**config.mk**
```make
export PLATFORM = sky130hd
export DESIGN_NAME = two_wire_slave_receiver
export DESIGN_NICKNAME = d
export VERILOG_FILES = /design/src/design/byte_fifo.v /design/src/design/two_wire_slave_receiver.v
export VERILOG_INCLUDE_DIRS = /design/src /design/src/design
export SDC_FILE = /design/constraint.sdc
export NUM_CORES = 1
export LEC_CHECK = 0
export BUFFER_PORTS_ARGS = -buffer_cell sky130_fd_sc_hd__buf_2
export CAP_MARGIN = 25
export CORE_MARGIN = 1.5
export CORE_UTILIZATION = 54
export CTS_BUF_LIST = sky130_fd_sc_hd__clkbuf_8
export CTS_CLUSTER_SIZE = 28
export DETAILED_ROUTE_END_ITERATION = 10
export GPL_TIMING_DRIVEN = 0
export PLACE_DENSITY = 0.85
export SKIP_LAST_GASP = 1
export SLEW_MARGIN = 15
export SYNTH_ARGS = -nofsm -noshare
export SYNTH_HDL_FRONTEND = slang
export SYNTH_SLANG_ARGS = --single-unit
```
**constraint.sdc**
```tcl
create_clock -name I_REF_CLK -period 2.7 [get_ports I_REF_CLK]
set_input_delay 0.135 -clock I_REF_CLK [delete_from_list [all_inputs] [get_ports I_REF_CLK]]
set_output_delay 0.135 -clock I_REF_CLK [all_outputs]
set_load 0.01 [all_outputs]
```
**src/design/two_wire_regs.vh**
```
`ifndef TWO_WIRE_REGS_VH
`define TWO_WIRE_REGS_VH

// Register byte offsets.
`define OFS_OWN_ADDR   8'h00
`define OFS_CONTROL    8'h04
`define OFS_STATUS     8'h08
`define OFS_DATA       8'h0C

// Reset values.
`define RST_OWN_ADDR   8'h00
`define RST_CONTROL    8'h00
`define RST_PRESCALE   2'h0

// Control register bit positions.
`define BIT_FLAG       7
`define BIT_ACK_EN     6
`define BIT_START_REQ  5
`define BIT_STOP_REQ   4
`define BIT_WCOL       3
`define BIT_IFACE_EN   2
`define BIT_IRQ_EN     0

// Own address register fields.
`define BIT_GC_EN      0
`define GC_ADDR        7'h00

// Status codes, prescaler bits taken as zero.
`define ST_OWN_W       8'h60
`define ST_ARB_OWN_W   8'h68
`define ST_GC          8'h70
`define ST_ARB_GC      8'h78
`define ST_DATA_ACK    8'h80
`define ST_DATA_NACK   8'h88
`define ST_GC_ACK      8'h90
`define ST_GC_NACK     8'h98
`define ST_IDLE        8'hF8

// Bits in one byte on the wire.
`define BYTE_BITS      4'h8

`endif

```
**src/design/byte_fifo.v**
```verilog
`timescale 1ns/100ps
`default_nettype none

module byte_fifo #(
    parameter WIDTH = 8,
    parameter DEPTH = 8,
    parameter AW    = 3
) (
    // Clock and reset.
    input  wire             i_clk,
    input  wire             i_rstn,
    input  wire             i_flush,
    // Fill side.
    input  wire             i_valid,
    output wire             o_ready,
    input  wire [WIDTH-1:0] i_data,
    // Drain side.
    output wire             o_valid,
    input  wire             i_ready,
    output wire [WIDTH-1:0] o_data
);

    reg [WIDTH-1:0] mem [0:DEPTH-1];
    reg [AW-1:0]    wr_ptr;
    reg [AW-1:0]    rd_ptr;
    reg [AW:0]      count;
    wire            push;
    wire            pop;
    integer         k;

    assign o_ready = (count != DEPTH[AW:0]);
    assign o_valid = (count != {(AW+1){1'b0}});
    assign o_data  = mem[rd_ptr];
    assign push    = i_valid & o_ready;
    assign pop     = o_valid & i_ready;

    always @(posedge i_clk or negedge i_rstn) begin
        if (!i_rstn) begin
            wr_ptr <= {AW{1'b0}};
            rd_ptr <= {AW{1'b0}};
            count  <= {(AW+1){1'b0}};
            for (k = 0; k < DEPTH; k = k + 1) begin
                mem[k] <= {WIDTH{1'b0}};
            end
        end else if (i_flush) begin
            wr_ptr <= {AW{1'b0}};
            rd_ptr <= {AW{1'b0}};
            count  <= {(AW+1){1'b0}};
        end else begin
            if (push) begin
                mem[wr_ptr] <= i_data;
                wr_ptr      <= wr_ptr + 1'b1;
            end
            if (pop) begin
                rd_ptr <= rd_ptr + 1'b1;
            end
            if (push & ~pop) begin
                count <= count + 1'b1;
            end else if (pop & ~push) begin
                count <= count - 1'b1;
            end
        end
    end

endmodule

`default_nettype wire

```
**src/design/two_wire_slave_receiver.v**
```verilog
`timescale 1ns/100ps
`default_nettype none
`include "two_wire_regs.vh"

module two_wire_slave_receiver #(
    parameter FIFO_DEPTH = 8,
    parameter FIFO_AW    = 3
) (
    // Clock and reset.
    input  wire        I_REF_CLK,
    input  wire        I_RSTN,
    // APB slave.
    input  wire        I_PSEL,
    input  wire        I_PENABLE,
    input  wire        I_PWRITE,
    input  wire [7:0]  I_PADDR,
    input  wire [31:0] I_PWDATA,
    output reg  [31:0] O_PRDATA,
    output wire        O_PREADY,
    output wire        O_PSLVERR,
    // Two-wire bus pins.
    input  wire        I_SCL,
    output wire        O_SCL,
    output wire        O_SCL_OE,
    input  wire        I_SDA,
    output wire        O_SDA,
    output wire        O_SDA_OE,
    // Power and master-side status.
    input  wire        I_DEEP_SLEEP,
    input  wire        I_ARB_LOST,
    output reg         O_WAKE
);

    localparam S_IDLE = 6'b000001;
    localparam S_ADDR = 6'b000010;
    localparam S_ACK  = 6'b000100;
    localparam S_HOLD = 6'b001000;
    localparam S_DATA = 6'b010000;
    localparam S_SKIP = 6'b100000;

    // Status chosen when a byte has been acknowledged or refused.
    function [7:0] status_code;
        input addr_phase;
        input gc;
        input arb;
        input nack;
        begin
            if (addr_phase) begin
                if (gc) begin
                    status_code = arb ? `ST_ARB_GC : `ST_GC;
                end else begin
                    status_code = arb ? `ST_ARB_OWN_W : `ST_OWN_W;
                end
            end else if (gc) begin
                status_code = nack ? `ST_GC_NACK : `ST_GC_ACK;
            end else begin
                status_code = nack ? `ST_DATA_NACK : `ST_DATA_ACK;
            end
        end
    endfunction

    reg  [7:0]  own_slave_address;
    reg         ack_enable;
    reg         start_request;
    reg         stop_request;
    reg         iface_enable;
    reg         irq_enable;
    reg         irq_flag;
    reg  [7:0]  status;
    reg  [1:0]  prescale;
    reg  [5:0]  state;
    reg  [3:0]  bit_cnt;
    reg  [7:0]  shifter;
    reg         ack_drive;
    reg         addr_phase;
    reg         gc_mode;
    reg         nack_sent;
    reg         push_pending;
    reg         scl_m;
    reg         scl_s;
    reg         scl_d;
    reg         sda_m;
    reg         sda_s;
    reg         sda_d;
    wire        scl_rise;
    wire        scl_fall;
    wire        bus_start;
    wire        bus_stop;
    wire        own_match;
    wire        gc_match;
    wire        addr_ok;
    wire        wr_en;
    wire        rd_en;
    wire        setup;
    reg         hit;
    wire        flag_set;
    wire        flag_clr;
    wire        fifo_ready;
    wire        fifo_valid;
    wire        fifo_pop;
    wire [7:0]  fifo_data;
    wire [7:0]  control;
    wire        flush;

    // Bus pins are sampled twice before any use.
    always @(posedge I_REF_CLK or negedge I_RSTN) begin
        if (!I_RSTN) begin
            scl_m <= 1'b1;
            scl_s <= 1'b1;
            scl_d <= 1'b1;
            sda_m <= 1'b1;
            sda_s <= 1'b1;
            sda_d <= 1'b1;
        end else begin
            scl_m <= I_SCL;
            scl_s <= scl_m;
            scl_d <= scl_s;
            sda_m <= I_SDA;
            sda_s <= sda_m;
            sda_d <= sda_s;
        end
    end

    assign scl_rise  = scl_s & ~scl_d;
    assign scl_fall  = ~scl_s & scl_d;
    assign bus_start = scl_s & scl_d & sda_d & ~sda_s;
    assign bus_stop  = scl_s & scl_d & ~sda_d & sda_s;

    assign own_match = (shifter[7:1] == own_slave_address[7:1]);
    assign gc_match  = (shifter[7:1] == `GC_ADDR)
                     & own_slave_address[`BIT_GC_EN];
    assign addr_ok   = (own_match | gc_match) & ack_enable & iface_enable;

    assign flag_set  = state[2] & scl_fall;
    assign flush     = flag_set & addr_phase & I_DEEP_SLEEP;

    // Receive state machine.
    always @(posedge I_REF_CLK or negedge I_RSTN) begin
        if (!I_RSTN) begin
            state        <= S_IDLE;
            bit_cnt      <= 4'h0;
            shifter      <= 8'h00;
            ack_drive    <= 1'b0;
            addr_phase   <= 1'b0;
            gc_mode      <= 1'b0;
            nack_sent    <= 1'b0;
            push_pending <= 1'b0;
            status       <= `ST_IDLE;
            O_WAKE       <= 1'b0;
        end else begin
            O_WAKE <= 1'b0;
            if (bus_stop | ~iface_enable) begin
                state     <= S_IDLE;
                ack_drive <= 1'b0;
            end else if (bus_start & ~state[3]) begin
                state     <= S_ADDR;
                bit_cnt   <= 4'h0;
                ack_drive <= 1'b0;
            end else begin
                case (state)
                    S_ADDR, S_DATA: begin
                        if (scl_rise & (bit_cnt != `BYTE_BITS)) begin
                            shifter <= {shifter[6:0], sda_s};
                            bit_cnt <= bit_cnt + 4'h1;
                        end else if (scl_fall & (bit_cnt == `BYTE_BITS)) begin
                            if (state[1]) begin
                                if (addr_ok & ~shifter[0]) begin
                                    ack_drive  <= 1'b1;
                                    addr_phase <= 1'b1;
                                    gc_mode    <= gc_match & ~own_match;
                                    nack_sent  <= 1'b0;
                                    state      <= S_ACK;
                                end else begin
                                    // Transmit mode and foreign addresses are
                                    // left to other logic; bus is only watched.
                                    state <= S_SKIP;
                                end
                            end else begin
                                ack_drive  <= ack_enable;
                                nack_sent  <= ~ack_enable;
                                addr_phase <= 1'b0;
                                state      <= S_ACK;
                            end
                        end
                    end
                    S_ACK: begin
                        if (scl_fall) begin
                            ack_drive    <= 1'b0;
                            bit_cnt      <= 4'h0;
                            push_pending <= ~addr_phase;
                            status       <= status_code(addr_phase, gc_mode,
                                                        I_ARB_LOST, nack_sent);
                            state        <= S_HOLD;
                            if (addr_phase & I_DEEP_SLEEP) begin
                                O_WAKE <= 1'b1;
                            end
                        end
                    end
                    S_HOLD: begin
                        if (push_pending & fifo_ready) begin
                            push_pending <= 1'b0;
                        end
                        // Release only once software cleared the flag.
                        if (~irq_flag & ~push_pending & ~flag_set) begin
                            status <= `ST_IDLE;
                            if (nack_sent) begin
                                state <= S_SKIP;
                            end else begin
                                state <= S_DATA;
                            end
                        end
                    end
                    S_SKIP: begin
                        ack_drive <= 1'b0;
                    end
                    default: begin
                        state <= S_IDLE;
                    end
                endcase
            end
        end
    end

    // Clock is stretched while holding; pins only ever pull low.
    assign O_SCL    = 1'b0;
    assign O_SCL_OE = state[3];
    assign O_SDA    = 1'b0;
    assign O_SDA_OE = ack_drive;

    // APB decode.
    assign setup     = I_PSEL & ~I_PENABLE;
    assign wr_en     = I_PSEL & I_PENABLE & I_PWRITE;
    assign rd_en     = I_PSEL & I_PENABLE & ~I_PWRITE;
    // Unmapped offsets answer with an error and change nothing.
    always @* begin
        if (I_PADDR == `OFS_OWN_ADDR) begin
            hit = 1'b1;
        end else if (I_PADDR == `OFS_CONTROL) begin
            hit = 1'b1;
        end else if (I_PADDR == `OFS_STATUS) begin
            hit = 1'b1;
        end else if (I_PADDR == `OFS_DATA) begin
            hit = 1'b1;
        end else begin
            hit = 1'b0;
        end
    end
    assign O_PREADY  = 1'b1;
    assign O_PSLVERR = I_PSEL & I_PENABLE & ~hit;
    assign flag_clr  = wr_en & (I_PADDR == `OFS_CONTROL) & I_PWDATA[`BIT_FLAG];
    assign fifo_pop  = rd_en & (I_PADDR == `OFS_DATA);
    assign control   = {irq_flag, ack_enable, start_request, stop_request,
                        1'b0, iface_enable, 1'b0, irq_enable};

    // Software-visible registers.
    always @(posedge I_REF_CLK or negedge I_RSTN) begin
        if (!I_RSTN) begin
            own_slave_address <= `RST_OWN_ADDR;
            ack_enable        <= 1'b0;
            start_request     <= 1'b0;
            stop_request      <= 1'b0;
            iface_enable      <= 1'b0;
            irq_enable        <= 1'b0;
            irq_flag          <= 1'b0;
            prescale          <= `RST_PRESCALE;
        end else begin
            if (flag_set) begin
                irq_flag <= 1'b1;
            end else if (flag_clr) begin
                irq_flag <= 1'b0;
            end
            if (wr_en) begin
                if (I_PADDR == `OFS_OWN_ADDR) begin
                    own_slave_address <= I_PWDATA[7:0];
                end else if (I_PADDR == `OFS_CONTROL) begin
                    ack_enable    <= I_PWDATA[`BIT_ACK_EN];
                    start_request <= I_PWDATA[`BIT_START_REQ];
                    stop_request  <= I_PWDATA[`BIT_STOP_REQ];
                    iface_enable  <= I_PWDATA[`BIT_IFACE_EN];
                    irq_enable    <= I_PWDATA[`BIT_IRQ_EN];
                end else if (I_PADDR == `OFS_STATUS) begin
                    prescale <= I_PWDATA[1:0];
                end
            end
        end
    end

    // Read data is captured in the setup cycle.
    always @(posedge I_REF_CLK or negedge I_RSTN) begin
        if (!I_RSTN) begin
            O_PRDATA <= 32'h0000_0000;
        end else if (setup & ~I_PWRITE) begin
            if (I_PADDR == `OFS_OWN_ADDR) begin
                O_PRDATA <= {24'h00_0000, own_slave_address};
            end else if (I_PADDR == `OFS_CONTROL) begin
                O_PRDATA <= {24'h00_0000, control};
            end else if (I_PADDR == `OFS_STATUS) begin
                O_PRDATA <= {24'h00_0000, status[7:3], 1'b0, prescale};
            end else if (I_PADDR == `OFS_DATA) begin
                O_PRDATA <= {24'h00_0000, fifo_valid ? fifo_data : 8'h00};
            end else begin
                O_PRDATA <= 32'h0000_0000;
            end
        end
    end

    // Received bytes wait here; a full buffer keeps the clock held low.
    // A deep-sleep wake empties it, so stale bytes are never shown.
    byte_fifo #(
        .WIDTH (8),
        .DEPTH (FIFO_DEPTH),
        .AW    (FIFO_AW)
    ) u_rx_fifo (
        .i_clk   (I_REF_CLK),
        .i_rstn  (I_RSTN),
        .i_flush (flush),
        .i_valid (push_pending & state[3]),
        .o_ready (fifo_ready),
        .i_data  (shifter),
        .o_valid (fifo_valid),
        .i_ready (fifo_pop),
        .o_data  (fifo_data)
    );

endmodule

`default_nettype wire

```
-- Word level (Yosys, flattened, before mapping)
Cells that the tools add are included.
- flip-flop bits (word level): 160
- input bits: 49
- bitwise gates (word level): 64
- equal/unequal tests: 24
- $add $sub $neg: 5
- reductions and logical operators: 24
- $lt $le $gt $ge: 3
- muxes and demuxes: 67
- operators by type and width (kind ; number):
    $mux W8 ; 10
    $bwmux W64 ; 1
    $mux W6 ; 9
    $mux W4 ; 10
    $and A1 B1 Y1 ; 36
    $mux W32 ; 1
    $bmux W8 S3 ; 1
    $demux W8 S3 ; 1
    $ne A4 B4 Y1 const B ; 6
    $not A1 Y1 ; 24
    $pmux W6 S4 ; 1
    $mux W1 ; 23
    $reduce_and A5 Y1 ; 4
    $eq A8 B4 Y1 const B ; 2
    $pmux W8 S2 ; 1
    $mux W3 ; 4
    $reduce_and A4 Y1 ; 3
    $mux W5 ; 2
    $ne A3 B3 Y1 const B ; 3
    $add A4 B1 Y4 const B ; 2
    $eq A8 B3 Y1 const B ; 1
    $ge A4 B4 Y1 const B ; 2
    $logic_not A8 Y1 ; 1
    $not A3 Y4 ; 2
    28 further kinds ; 37

-- Longest topological paths before layout
Gate-level depths: netlist (run 1).
- depth in word-level cells: 13
- gate-level depth with buffers: 10

-- By module
Synthesis (run 1) repeated with hierarchy kept, for this count alone.
- cells, all modules: 548
- area, all modules: 6727.7 um^2
- by module, submodules not included (module ; area each (um^2) ; cells each ; instances ; sequential area each (um^2)):
    byte_fifo ; 3616.0 ; 243 ; 1 ; 1851.8
    two_wire_slave_receiver ; 3111.7 ; 305 ; 1 ; 1465.2

-- Worst setup path before layout (run 1)
OpenSTA, ideal clock, no wires.
- path type: reg2reg
- from: reg u_rx_fifo.count[0]
- to: reg u_rx_fifo.count[3]
- library setup time: 0.086 ns
- path buffers: 1
- slack: 0.209 ns
- arrival: 2.405 ns
- stages on the path, launching flop included: 11
- cell sequence: dfrtp_1 or4b_4 and3_1 buf_6 o21ai_2 ha_1 a21o_1 a21oi_1 and4_1 nor3_1 nor3_1
- word-level cells in the longest chain between the ends: 6
- elaborated cells between the ends (all ways): 14
- classes of those cells: add/sub: 2; eq/ne: 1; mux: 3; bitwise: 6; reduce/logical: 2
- RTL lines (what ; line ; RTL):
    from (decl) ; byte_fifo.v:26 ; reg [AW:0] count;
    from (signal assigned) ; byte_fifo.v:41 ; count <= {(AW+1){1'b0}};
    from (signal assigned) ; byte_fifo.v:48 ; count <= {(AW+1){1'b0}};
    from (signal assigned) ; byte_fifo.v:58 ; count <= count + 1'b1;
    branches (longest 6 deep; another with $sub A4 B1 Y4) ; - ;
Parallel ways; which one is timed is not known. The select of a mux whose other input is x is not followed.
A chain may end at the register's enable or synchronous reset.

-- Worst setup path after layout (run 1)
- from: reg u_rx_fifo.count[1]
- to: reg u_rx_fifo.count[3]
Same word-level chain as after synthesis.

==> results by group, run 1 <==
STA
  – Unrepaired setup endpoints after global routing: no
  – Hold Fails Final Rpt: 0
  – Setup slack of the critical path after layout: 59.51 ps
  – Final Cycle Share: 97.80%
  – Pins over their slew limit: 0
  – Setup Total Neg Slack: 0 ps
  – Setup violations, final: 0
  – Fin Hold WS: 42.14 ps
  – Clock tree skew after final layout: 12.15 ps
  – Normalized max-slew margin: 45.23%
  – Max Clk Rate: 0.3787 GHz
  – Shortest clock period the worst path allows after layout: 2640 ps
  – Slew @ Worst Pin: 821.5 ps

Critical path
  – Worst reg2reg startpoint: u_rx_fifo.count[1]
  – CP max stage cell: sky130_fd_sc_hd__or4b_4
  – Worst Path Required: 3020 ps
  – Worst setup path class: reg -> reg
  – Delay of the slowest cell on the worst path: 580 ps
  – Crit path launch type: flip-flop
  – Max Fanout on Critical Path: 7
  – Cell chain of the critical path: or4b_4, and3_4, buf_6, o21ai_4, ha_1, a21o_1, a21oi_2, and4_1, o21a_1, nor3_1
  – Type of element capturing the critical path: flip-flop
  – CP startpoint: u_rx_fifo.count[1]
  – Arrival time of data at the critical path endpoint: 2960 ps

Synth
  – Ys async rst share: 100.0%
  – Fraction of the yosys area taken by sequential cells: 49.45%
  – Biggest area contributors in the synthesized netlist: sky130_fd_sc_hd__dfrtp_1 45%, sky130_fd_sc_hd__mux2_2 14%, sky130_fd_sc_hd__mux4_2 5.4%
  – Share of synthesized cell area in and, or, nand and nor gates: 12.20%
  – Dominant combinational cell family by area after synthesis: multiplexers
  – Register bit total from synthesis: 132
  – Syn Std Cell Area: 0.006708 sq mm
  – Top_reg_cell synth: sky130_fd_sc_hd__dfrtp_1
  – Synth area leader: sky130_fd_sc_hd__dfrtp_1
  – Synthesized-area fraction occupied by adder cells: 1.418%
  – Mux share of post-synthesis cell area: 21.79%
  – Mean instance size in the synthesized netlist: 12.40 sq um
  – Number of enable-type register cells in the synthesized netlist: 0
  – Share of the synthesized area in compound gates (AO/OA/AOI/OAI): 8.245%
  – Count of yosys warnings during synthesis: 0
  – Xor and xnor area share after synthesis: 1.697%
  – Gate count after technology mapping: 541
  – Area fraction of the dominant cell type after synthesis: 45.14%
  – Unique masters post-synth: 78

Clocking
  – Number of buffers added by the clock tree synthesis step: 17
  – CTS Root Buffer Type: sky130_fd_sc_hd__clkbuf_8
  – Clk_lat worst skew: 450 ps
  – CTS tree: yes
  – Maximum clock path buffer count: 2
  – Clock transition at the registers of the reported paths: 80 ps
  – H-tree depth: 4
  – Clk sinks: 132

Routing
  – Count of unresolved DRC violations after routing: 0
  – Met3 layer wire length in the routed design: 994 um
  – Met2 layer wire length in the routed design: 7468 um
  – Via total after detailed routing: 4739
  – Detailed Route Iter0 Violations: 358
  – Routed metal-1 wire length: 6277 um
  – Initial DRT Pass Iterations: 7
  – Top sig layer: met4
  – Wire length per cell: 18.40 um
  – Antenna Nets Post-Route: 0
  – Wire length reported by the detailed router: 15130 um
  – Post-DR vias/cell: 5.765

Final layout
  – Final Core Density: 65.56%
  – Area growth from synthesis to final layout: 17.89%
  – Share of layout cells above drive strength 1: 37.92%
  – Net count reported at finish: 697
  – Diode insertion count for antenna repair: 0
  – Final cell count without fillers: 822

Floorplanning
  – Top-Level Pins: 88
  – Initial standard-cell utilization of the core: 55.61%
  – Floorplan die height: 114.5 um
  – Die Footprint: 0.01310 sq mm
  – Row count: 40
  – Die Span X: 114.5 um
  – CORE AREA: 0.01206 sq mm

Place
  – Routability-driven placement congestion ratio: 0.8662
  – Half-perimeter wire length of the detailed placement result: 10360 um
  – I/O Buffers: 36
  – Placed instance count: 771
  – Pre-CTS WS: -65.40 ps

GRT
  – Vias in the first global route: 4620
  – GRT Util Overall: 24.40%
  – Pin count of the biggest net entering global routing: 85
  – Antenna violations before repair: 0
  – First-pass GRT wire length: 23800 um
  – GRT overflow: 0

Outcome
  – Run status: completed

Power
  – Total power density per cell area: 533.6 mW/mm^2
  – VDD IR max: 0.0004196 V
  – Static leakage: 3.706 nW

Min path
  – Hold path startpoint: I_PENABLE
  – Hold/Removal Path Class: in -> reg

Run
  – Count of maximum capacitance violations: 0
[sequential cells by signal, indices dropped and copies added (netlist names), 2 cells and up]
name and flops:
u_rx_fifo.mem 64, O_PRDATA 8, own_slave_address 8, shifter 8, state 6, bit_cnt 4, status 4, u_rx_fifo.count 4
u_rx_fifo.rd_ptr 3, u_rx_fifo.wr_ptr 3, prescale 2
[power by group]
group          internal [mW]  switching, mW  total, mW
Clock                   1.21          0.782       1.99
Sequential              2.00         0.0148       2.02
Combinational         0.0923          0.118      0.210
Total                   3.30          0.915       4.22
[logic make-up after synthesis]
| logic type | Yosys count |
|---|---|
| AO/OA/AOI/OAI | 78 |
| XOR/XNOR | 13 |
| adder cells (fa/ha/maj) | 7 |
| buffers and inverters | 61 |
| flip-flops | 132 |
| multiplexers | 115 |
| other | 2 |
| AND/OR/NAND/NOR | 133 |
[synthesized netlist by cell type, drive strengths merged (11+ instances only)]
| cell type | number |
|---|---|
| mux4 | 16 |
| dfrtp | 121 |
| o21ai | 15 |
| mux2 | 88 |
| nand2 | 26 |
| nor2 | 23 |
| buf | 33 |
| dfstp | 11 |
| nand3 | 15 |
| a21oi | 17 |
| mux2i | 11 |
| clkbuf | 18 |
[cells in the final DEF (no fill, tap or decap), types with 4 or more instances in the layout]
| cell type | instances |
|---|---|
| sky130_fd_sc_hd__and2_1 | 7 |
| sky130_fd_sc_hd__mux4_2 | 16 |
| sky130_fd_sc_hd__dlygate4sd3_1 | 12 |
| sky130_fd_sc_hd__mux2i_1 | 11 |
| sky130_fd_sc_hd__dfstp_2 | 11 |
| sky130_fd_sc_hd__a21oi_1 | 16 |
| sky130_fd_sc_hd__nand3b_1 | 4 |
| sky130_fd_sc_hd__bufinv_16 | 6 |
| sky130_fd_sc_hd__a31oi_1 | 4 |
| sky130_fd_sc_hd__clkbuf_8 | 18 |
| sky130_fd_sc_hd__o21ai_0 | 14 |
| sky130_fd_sc_hd__o211ai_1 | 4 |
| sky130_fd_sc_hd__nor3_1 | 8 |
| sky130_fd_sc_hd__nor2_1 | 20 |
| sky130_fd_sc_hd__xor2_1 | 7 |
| sky130_fd_sc_hd__nand2_1 | 25 |
| sky130_fd_sc_hd__dfrtp_1 | 120 |
| sky130_fd_sc_hd__nor2b_1 | 7 |
| sky130_fd_sc_hd__clkbuf_1 | 18 |
| sky130_fd_sc_hd__ha_1 | 6 |
| sky130_fd_sc_hd__buf_2 | 38 |
| sky130_fd_sc_hd__nand4_1 | 6 |
| sky130_fd_sc_hd__nand3_1 | 13 |
| sky130_fd_sc_hd__mux2_2 | 85 |
| sky130_fd_sc_hd__inv_1 | 11 |
| sky130_fd_sc_hd__buf_4 | 33 |
| sky130_fd_sc_hd__conb_1 | 27 |
| sky130_fd_sc_hd__and3_1 | 5 |
| sky130_fd_sc_hd__xnor2_1 | 6 |
[worst max-delay path: cells and delay by family (launching register included)]
family	cells	cell delay, ps
AND/OR/NAND/NOR	4	1080
flip-flops	1	440
adder cells (fa/ha/maj)	1	270
buffers and inverters	1	140
AO/OA/AOI/OAI	4	580
[layer usage]
metal,up-vias,global-route usage [%]
li1,2143,-
met1,2358,30.72
met4,0,9.417
met3,30,6.670
met5,-,0
met2,208,40.36
[per-stage QoR]
stage	total power, mW	instance area (sq um)
floorplan	2.153	6802
global placement	2.238	7192
detailed placement	2.249	7226
CTS	4.241	7849
global route	4.359	7908
finish	4.220	7908
[worst paths after layout]
kind                       slack (ps)  cells past startpoint                  to
max                                60                     10  u_rx_fifo.count[3]
min                                40                      5         O_PRDATA[2]
max reg2reg                        60                     10  u_rx_fifo.count[3]
min reg2reg                       360                      0               sda_s
max in group asynchronous        1750                      3  u_rx_fifo.count[0]
min in group asynchronous         190                      2   u_rx_fifo.mem[16]
[cell type report]
cell class                      instances  area (sq um)
Clock buffer                           18         247.7
Buffer                                 51         304.0
Tap cell                              168         210.2
Timing Repair Buffer                   55         379.1
Clock inverter                         14         234.0
Inverter                               10         37.54
Fill cell                             893          4154
Sequential cell                       132          3318
Multi-Input combinational cell        374          3177
[repair_timing]
action                                 4_1_cts  5_1_grt
setup endpoints to repair                    2        2
resized for setup                            3        2
pin swaps                                    0        3
hold buffers                                12        0
setup buffers                                0        6
cloned                                       0        1
endpoints found under the hold margin       67        0
(Power assumes the default switching activity.)
==> inputs of run 2 (changes only) <==
--- a/config.mk
+++ b/config.mk
@@ -9,12 +9,12 @@
 export BUFFER_PORTS_ARGS = -buffer_cell sky130_fd_sc_hd__buf_2
 export CAP_MARGIN = 25
 export CORE_MARGIN = 1.5
-export CORE_UTILIZATION = 54
+export CORE_UTILIZATION = 53
 export CTS_BUF_LIST = sky130_fd_sc_hd__clkbuf_8
 export CTS_CLUSTER_SIZE = 28
 export DETAILED_ROUTE_END_ITERATION = 10
 export GPL_TIMING_DRIVEN = 0
-export PLACE_DENSITY = 0.85
+export PLACE_DENSITY = 0.84
 export SKIP_LAST_GASP = 1
 export SLEW_MARGIN = 15
 export SYNTH_ARGS = -nofsm -noshare
==> run 2 against run 1 <==
Final cell count down 0.61%. Via count about the same. Cell area down 1.6%. Wire length down 1.9%. Clock-buffer cell count up 1. Critical path type unchanged.
==> results by group, run 2 (synthesis gave the netlist of run 1 again) <==
GRT
  – GRT overflow: 0 (unchanged)
  – Antenna violations before repair: 0 (unchanged)
  – Vias in the first global route: 4712 (+2.0%)
  – GRT Util Overall: 24.01% (-0.39 points)
  – Pin count of the biggest net entering global routing: 68 (-20%)
  – First-pass GRT wire length: 24180 um (+1.6%)

Final layout
  – Net count reported at finish: 693 (-0.57%)
  – Top library cells by usage in the layout, fill and taps aside: 119 x sky130_fd_sc_hd__dfrtp_1, 85 x sky130_fd_sc_hd__mux2_2, 38 x sky130_fd_sc_hd__buf_2
  – Area growth from synthesis to final layout: 16.00%
  – Max reg flops: 64 (unchanged)
  – Diode insertion count for antenna repair: 0 (unchanged)
  – Final cell count without fillers: 817 (-0.61%)
  – Most common cell after layout, fill and taps aside: sky130_fd_sc_hd__dfrtp_1
  – Final instance area: 0.007781 sq mm (-1.6%)
  – Most flops, register: u_rx_fifo.mem
  – Share of layout cells above drive strength 1: 37.13% (-0.79 points)

Floorplanning
  – CORE AREA: 0.01216 sq mm (+0.83%)
  – Die Footprint: 0.01334 sq mm (+1.8%)
  – Initial standard-cell utilization of the core: 55.15% (-0.46 points)
  – Top-Level Pins: 88 (unchanged)
  – Die Span X: 115.5 um (+0.92%)
  – Row count: 40 (unchanged)
  – Floorplan die height: 115.5 um (+0.92%)

Outcome
  – Run status: completed

Routing
  – Detailed Route Iter0 Violations: 392 (+9.5%)
  – Wire length per cell: 18.16 um (-1.3%)
  – Via total after detailed routing: 4742 (+0.063%)
  – Initial DRT Pass Iterations: 5 (-2)
  – Wire length reported by the detailed router: 14840 um (-1.9%)
  – Antenna Nets Post-Route: 0 (unchanged)
  – Post-DR vias/cell: 5.804 (+0.68%)
  – Count of unresolved DRC violations after routing: 0 (unchanged)

Clocking
  – H-tree depth: 4 (unchanged)
  – Clk_lat worst skew: 440 ps (about the same)
  – CTS Root Buffer Type: sky130_fd_sc_hd__clkbuf_8
  – Number of buffers added by the clock tree synthesis step: 17 (unchanged)
  – Clk sinks: 132 (unchanged)
  – Maximum clock path buffer count: 2 (unchanged)
  – CTS tree: yes
  – Clock transition at the registers of the reported paths: 80 ps (about the same)

Critical path
  – CP startpoint: u_rx_fifo.count[3]
  – Worst setup path class: reg -> reg
  – Type of element capturing the critical path: flip-flop
  – Max Fanout on Critical Path: 9 (+2)
  – Reg-to-reg setup timing slack: 150 ps (+90 ps)
  – Worst reg2reg startpoint: u_rx_fifo.count[3]
  – R2R depth: 10 (unchanged)
  – Arrival time of data at the critical path endpoint: 2920 ps (-40 ps)
  – Critical R2R Capture: u_rx_fifo.count[3]
  – Worst Path Required: 3060 ps (+40 ps)
  – Crit path launch type: flip-flop

STA
  – Hold Fails Final Rpt: 0 (unchanged)
  – Slew @ Worst Pin: 799.5 ps (-22.06 ps)
  – Clock tree skew after final layout: 18.13 ps (+5.980 ps)
  – Fin Hold WS: 16.88 ps (-25.27 ps)
  – Unrepaired setup endpoints after global routing: no
  – Shortest clock period the worst path allows after layout: 2552 ps (-88.10 ps)
  – Final Cycle Share: 94.53% (-3.3 points)
  – Max Clk Rate: 0.3918 GHz (+3.5%)
  – Pins over their slew limit: 0 (unchanged)
  – Normalized max-slew margin: 46.70% (+1.5 points)
  – Setup violations, final: 0 (unchanged)

Power
  – Static leakage: 3.657 nW (-1.3%)
  – VDD IR max: 0.0003215 V (-23%)
  – Total power density per cell area: 489.7 mW/mm^2 (-8.2%)
  – Power, Total: 3.811 mW (-9.7%)

Place
  – Half-perimeter wire length of the detailed placement result: 10540 um (+1.7%)
  – I/O Buffers: 36 (unchanged)
  – Placed instance count: 771 (unchanged)
  – Post-Place Cell Area: 0.007226 sq mm (unchanged)
  – Routability-driven placement congestion ratio: 0.9093 (+5.0%)

Min path
  – Hold/Removal Path Class: in -> reg
  – Number of cells traversed by the worst hold path: 3 (-2)
  – Hold path startpoint: I_ARB_LOST
  – Terminating pin of the worst hold path: status[3]

Run
  – Count of maximum capacitance violations: 0 (unchanged)
## run 2: cell types whose count changed in the layout (fill, tap and decap cells not counted), sizes merged
cell,before,now
clkbuf,36,37
inv,11,15
bufinv,6,2
buf,76,74
o21ai,16,15
clkinv,4,2
dlygate4sd3,12,11
## run 2: metal layers
metal / track usage, % / up-vias / part of all wire (%)
met2: 38.38 / 193 / 48
met1: 33.11 / 2400 / 44
met5: 0 / - / 0
met3: 5.282 / 16 / 6.7
li1: - / 2133 / -
met4: 7.407 / 0 / 1.2
## run 2: worst max-delay path by stage
stage / endpoint / slack [ps] / cells past startpoint
5_1_grt: u_rx_fifo.count[3] / 10 / 10
3_3_place_gp: u_rx_fifo.mem[62] / -100 / 1
3_5_place_dp: u_rx_fifo.count[3] / -30 / 9
4_1_cts: u_rx_fifo.count[3] / 2 / 10
2_1_floorplan: u_rx_fifo.count[3] / 210 / 10
6_report: u_rx_fifo.count[3] / 150 / 10
## run 2: layout make-up
class                   instances  area, sq um
multi-input cells             373         3176
fillers                       908         4380
inverters                      10        37.54
clock inverters                12        118.9
repair buffers                 52        354.1
well taps                     168        210.2
clock buffers                  19        261.5
plain buffers                  51        304.0
flip-flops and latches        132         3319
## run 2: power by group
group / total, mW / leakage, nW / switching (mW) / internal, mW
sequential: 2.02 / 1.76 / 0.0187 / 2.00
clock: 1.58 / 0.200 / 0.732 / 0.849
combinational: 0.209 / 1.69 / 0.117 / 0.0912
## run 2: critical path: stages (launching register included)
cell and delay (ps):
sky130_fd_sc_hd__dfrtp_1 460, sky130_fd_sc_hd__or4b_4 510, sky130_fd_sc_hd__and3_1 210, sky130_fd_sc_hd__buf_6 140
sky130_fd_sc_hd__o21ai_4 120, sky130_fd_sc_hd__ha_4 250, sky130_fd_sc_hd__a21o_1 180, sky130_fd_sc_hd__a21oi_2 150
sky130_fd_sc_hd__a211oi_1 80, sky130_fd_sc_hd__o21a_1 200, sky130_fd_sc_hd__nor3_1 160
## run 2: what timing repair did
action,CTS,global route
resized for setup,1,5
setup buffers,0,4
hold buffers,11,0
hold endpoints to repair,76,0
setup endpoints to repair,1,2
pin swaps,0,3
## run 2: stage by stage
stage                     TNS, ps  setup WS, ps  utilization, %
final                           0         147.6           63.98
after floorplan                 0         209.2               -
after global placement     -10810        -96.50           59.14
after global routing            0         13.26           63.98
after CTS                       0         1.968           63.52
after detailed placement   -33.04        -33.04           59.41
==> inputs of run 3 (changes only) <==
--- a/config.mk
+++ b/config.mk
@@ -6,6 +6,7 @@
 export SDC_FILE = /design/constraint.sdc
 export NUM_CORES = 1
 export LEC_CHECK = 0
+export ABC_AREA = 1
 export BUFFER_PORTS_ARGS = -buffer_cell sky130_fd_sc_hd__buf_2
 export CAP_MARGIN = 25
 export CORE_MARGIN = 1.5
@@ -19,4 +20,5 @@
 export SLEW_MARGIN = 15
 export SYNTH_ARGS = -nofsm -noshare
 export SYNTH_HDL_FRONTEND = slang
+export SYNTH_HIERARCHICAL = 1
 export SYNTH_SLANG_ARGS = --single-unit
==> run 3 against run 2 <==
Synthesized area rose by 2.6%. Via count is 23% higher. Wire length up 12%.
==> results by group, run 3 <==
GRT
  – First-pass GRT wire length: 26440 um (+9.3%)
  – Antenna violations before repair: 0 (unchanged)
  – Vias in the first global route: 5323 (+13%)
  – Pin count of the biggest net entering global routing: 77 (+13%)
  – GRT Util Overall: 25.81% (+1.8 points)
  – GRT overflow: 0 (unchanged)

Clocking
  – Clock transition at the registers of the reported paths: 70 ps (about the same)
  – H-tree depth: 4 (unchanged)
  – Number of buffers added by the clock tree synthesis step: 17 (unchanged)
  – Clk_lat worst skew: 460 ps (+20 ps)
  – CTS tree: yes
  – Maximum clock path buffer count: 2 (unchanged)
  – Clk sinks: 132 (unchanged)
  – Count of cells resized by post-cts repair: 0 (-1)
  – CTS Root Buffer Type: sky130_fd_sc_hd__clkbuf_8

Synth
  – Xor and xnor area share after synthesis: 0.3817% (-1.3 points)
  – Syn Std Cell Area: 0.006883 sq mm (+2.6%)
  – Mean instance size in the synthesized netlist: 8.497 sq um (-31%)
  – Dominant combinational cell family by area after synthesis: simple AND/OR/NAND/NOR gates
  – Gate count after technology mapping: 810 (+50%)
  – Biggest area contributors in the synthesized netlist: sky130_fd_sc_hd__dfrtp_1 44%, sky130_fd_sc_hd__nand2_1 10%, sky130_fd_sc_hd__nor2_1 4.7%
  – Share of synthesized cell area in and, or, nand and nor gates: 24.00% (+12 points)
  – Most frequent cells after synthesis: 183 x sky130_fd_sc_hd__nand2_1, 121 x sky130_fd_sc_hd__dfrtp_1, 87 x sky130_fd_sc_hd__nor2_1, 76 x sky130_fd_sc_hd__inv_1, 65 x sky130_fd_sc_hd__o21ai_0
  – Number of enable-type register cells in the synthesized netlist: 0 (unchanged)
  – Share of the synthesized area in compound gates (AO/OA/AOI/OAI): 16.16% (+7.9 points)
  – Fraction of the yosys area taken by sequential cells: 48.19% (-1.3 points)
  – Unique masters post-synth: 49 (-37%)
  – Register bit total from synthesis: 132 (unchanged)
  – Ys async rst share: 100.0% (unchanged)
  – Synth area leader: sky130_fd_sc_hd__dfrtp_1
  – Cell with the most instances after synthesis: sky130_fd_sc_hd__nand2_1
  – Synthesized-area fraction occupied by adder cells: 1.382% (-0.036 points)
  – Count of yosys warnings during synthesis: 6 (+6)
  – Mux share of post-synthesis cell area: 0.2181% (-22 points)
  – Area fraction of the dominant cell type after synthesis: 43.99% (-1.1 points)
  – Top_reg_cell synth: sky130_fd_sc_hd__dfrtp_1

STA
  – Normalized max-slew margin: 50.46% (+3.8 points)
  – Hold Fails Final Rpt: 0 (unchanged)
  – Setup violations, final: 0 (unchanged)
  – Setup slack of the critical path after layout: 96.10 ps (-51.51 ps)
  – Fin Hold WS: 16.23 ps (-0.6453 ps)
  – Pins over their slew limit: 0 (unchanged)
  – Shortest clock period the worst path allows after layout: 2604 ps (+51.51 ps)
  – Final Cycle Share: 96.44% (+1.9 points)
  – Slew @ Worst Pin: 724.4 ps (-75.10 ps)
  – Max Clk Rate: 0.3840 GHz (-2.0%)
  – Unrepaired setup endpoints after global routing: no
  – Clock tree skew after final layout: 9.761 ps (-8.370 ps)

Final layout
  – Top library cells by usage in the layout, fill and taps aside: 183 x sky130_fd_sc_hd__nand2_1, 121 x sky130_fd_sc_hd__dfrtp_1, 87 x sky130_fd_sc_hd__nor2_1
  – Share of layout cells above drive strength 1: 19.41% (-18 points)
  – Most flops, register: u_rx_fifo/mem
  – Most common cell after layout, fill and taps aside: sky130_fd_sc_hd__nand2_1
  – Net count reported at finish: 960 (+39%)
  – Max reg flops: 64 (unchanged)
  – Area growth from synthesis to final layout: 16.74%
  – Diode insertion count for antenna repair: 0 (unchanged)
  – Final instance area: 0.008035 sq mm (+3.3%)

Power
  – VDD IR max: 0.0003336 V (+3.8%)
  – Total power density per cell area: 547.0 mW/mm^2 (+12%)
  – Static leakage: 3.792 nW (+3.7%)

Floorplanning
  – Die Span X: 117.0 um (+1.3%)
  – Die Footprint: 0.01368 sq mm (+2.5%)
  – CORE AREA: 0.01267 sq mm (+4.2%)
  – Row count: 41 (+2.5%)
  – Floorplan die height: 117.0 um (+1.3%)
  – Top-Level Pins: 88 (unchanged)
  – Initial standard-cell utilization of the core: 54.32% (-0.83 points)

Outcome
  – Run status: completed

Critical path
  – Worst Path Required: 3090 ps (+30 ps)
  – Arrival time of data at the critical path endpoint: 2990 ps (+70 ps)
  – Crit path launch type: flip-flop
  – Worst setup path class: reg -> reg
  – Max Fanout on Critical Path: 10 (+1)
  – Type of element capturing the critical path: flip-flop
  – Reg-to-reg setup timing slack: 100 ps (-50 ps)

Place
  – I/O Buffers: 36 (unchanged)
  – Half-perimeter wire length of the detailed placement result: 11900 um (+13%)
  – Post-Place Cell Area: 0.007411 sq mm (+2.6%)
  – Routability-driven placement congestion ratio: 0.9172 (+0.87%)
  – Pre-CTS WS: 86.84 ps (+119.9 ps)

Routing
  – Post-DR vias/cell: 5.341 (-8.0%)
  – Detailed Route Iter0 Violations: 632 (+61%)
  – Initial DRT Pass Iterations: 5 (unchanged)
  – Wire length per cell: 15.22 um (-16%)
  – Via total after detailed routing: 5816 (+23%)
  – Count of unresolved DRC violations after routing: 0 (unchanged)
  – Antenna Nets Post-Route: 0 (unchanged)
  – Wire length reported by the detailed router: 16580 um (+12%)

Min path
  – Hold/Removal Path Class: in -> reg

Run
  – Count of maximum capacitance violations: 0 (unchanged)
==> run 3: cell count changes after synthesis, moves of 11 or more <==
cell	delta
sky130_fd_sc_hd__inv_1	+66
sky130_fd_sc_hd__mux2_2	-85
sky130_fd_sc_hd__mux2i_1	-11
sky130_fd_sc_hd__mux4_2	-16
sky130_fd_sc_hd__nand2_1	+158
sky130_fd_sc_hd__nand3_1	+12
sky130_fd_sc_hd__nor2_1	+67
sky130_fd_sc_hd__o21ai_0	+51
sky130_fd_sc_hd__o21ai_1	+59
sky130_fd_sc_hd__o21ai_2	+14
==> run 3: power by group <==
part	total [mW]	switching (mW)	internal, mW
Clock	2.09	0.784	1.30
Sequential	2.02	0.0220	2.00
Combinational	0.283	0.175	0.108
Total	4.40	0.980	3.41
==> run 3: metrics by stage <==
step	power, mW	utilization, %	setup TNS (ps)	cells
6_report	4.395	63.41	0	1089
4_1_cts	4.417	63.41	0	1089
5_1_grt	4.549	63.41	0	1089
3_5_place_dp	2.328	58.49	0	1045
2_1_floorplan	2.210	-	0	835
3_3_place_gp	2.318	58.18	-30350	1043
==> run 3: layout make-up <==
type / count / area (sq um)
inverters: 83 / 311.5
clock buffers: 18 / 247.7
clock inverters: 14 / 256.5
flip-flops and latches: 132 / 3317
multi-input cells: 573 / 3002
fillers: 1079 / 4636
well taps: 172 / 215.2
repair buffers: 50 / 339.1
plain buffers: 47 / 346.6
==> run 3: path summary, 6_finish.rpt <==
path	to	from	cells after the start
max	u_rx_fifo/mem[23]	scl_d	10
min	own_slave_address[7]	I_PWDATA[7]	3
max reg2reg	u_rx_fifo/mem[23]	scl_d	10
min reg2reg	scl_s	scl_m	0
max in group asynchronous	status[6]	I_RSTN	3
min in group asynchronous	u_rx_fifo/mem[31]	I_RSTN	2
==> run 3: timing repair <==
item,in CTS,in global routing
setup buffers,0,0
endpoints found under the setup margin,0,0
hold endpoints to repair,83,0
hold buffers,12,0
==> run 3: kinds of logic (layout without fill, tap and decap cells) <==
kind of cell,count (synthesis),count (layout)
other,2,27
AO/OA/AOI/OAI,194,194
multiplexers,1,1
AND/OR/NAND/NOR,341,341
flip-flops,132,132
XOR/XNOR,3,3
buffers and inverters,130,212
adder cells (fa/ha/maj),7,7
==> run 3: layer usage <==
layer | vias up | part of all wire [%] | global-route usage [%]
li1 | 2806 | - | -
met1 | 2694 | 43 | 36.29
met2 | 279 | 46 | 39.10
met3 | 37 | 8.5 | 5.819
met4 | 0 | 2.5 | 10.44
met5 | - | 0 | 0
==> run 3: worst max-delay path, cell delays in order, from the launching register on <==
cell                      delay [ps]
sky130_fd_sc_hd__dfstp_2         530
sky130_fd_sc_hd__inv_1            50
sky130_fd_sc_hd__nor2_1          370
sky130_fd_sc_hd__nand2_1         200
sky130_fd_sc_hd__nor3_1          510
sky130_fd_sc_hd__buf_2           300
sky130_fd_sc_hd__nor2_8          110
sky130_fd_sc_hd__nand4_4         140
sky130_fd_sc_hd__buf_6           190
sky130_fd_sc_hd__nand2_1          80
sky130_fd_sc_hd__o21ai_2          60
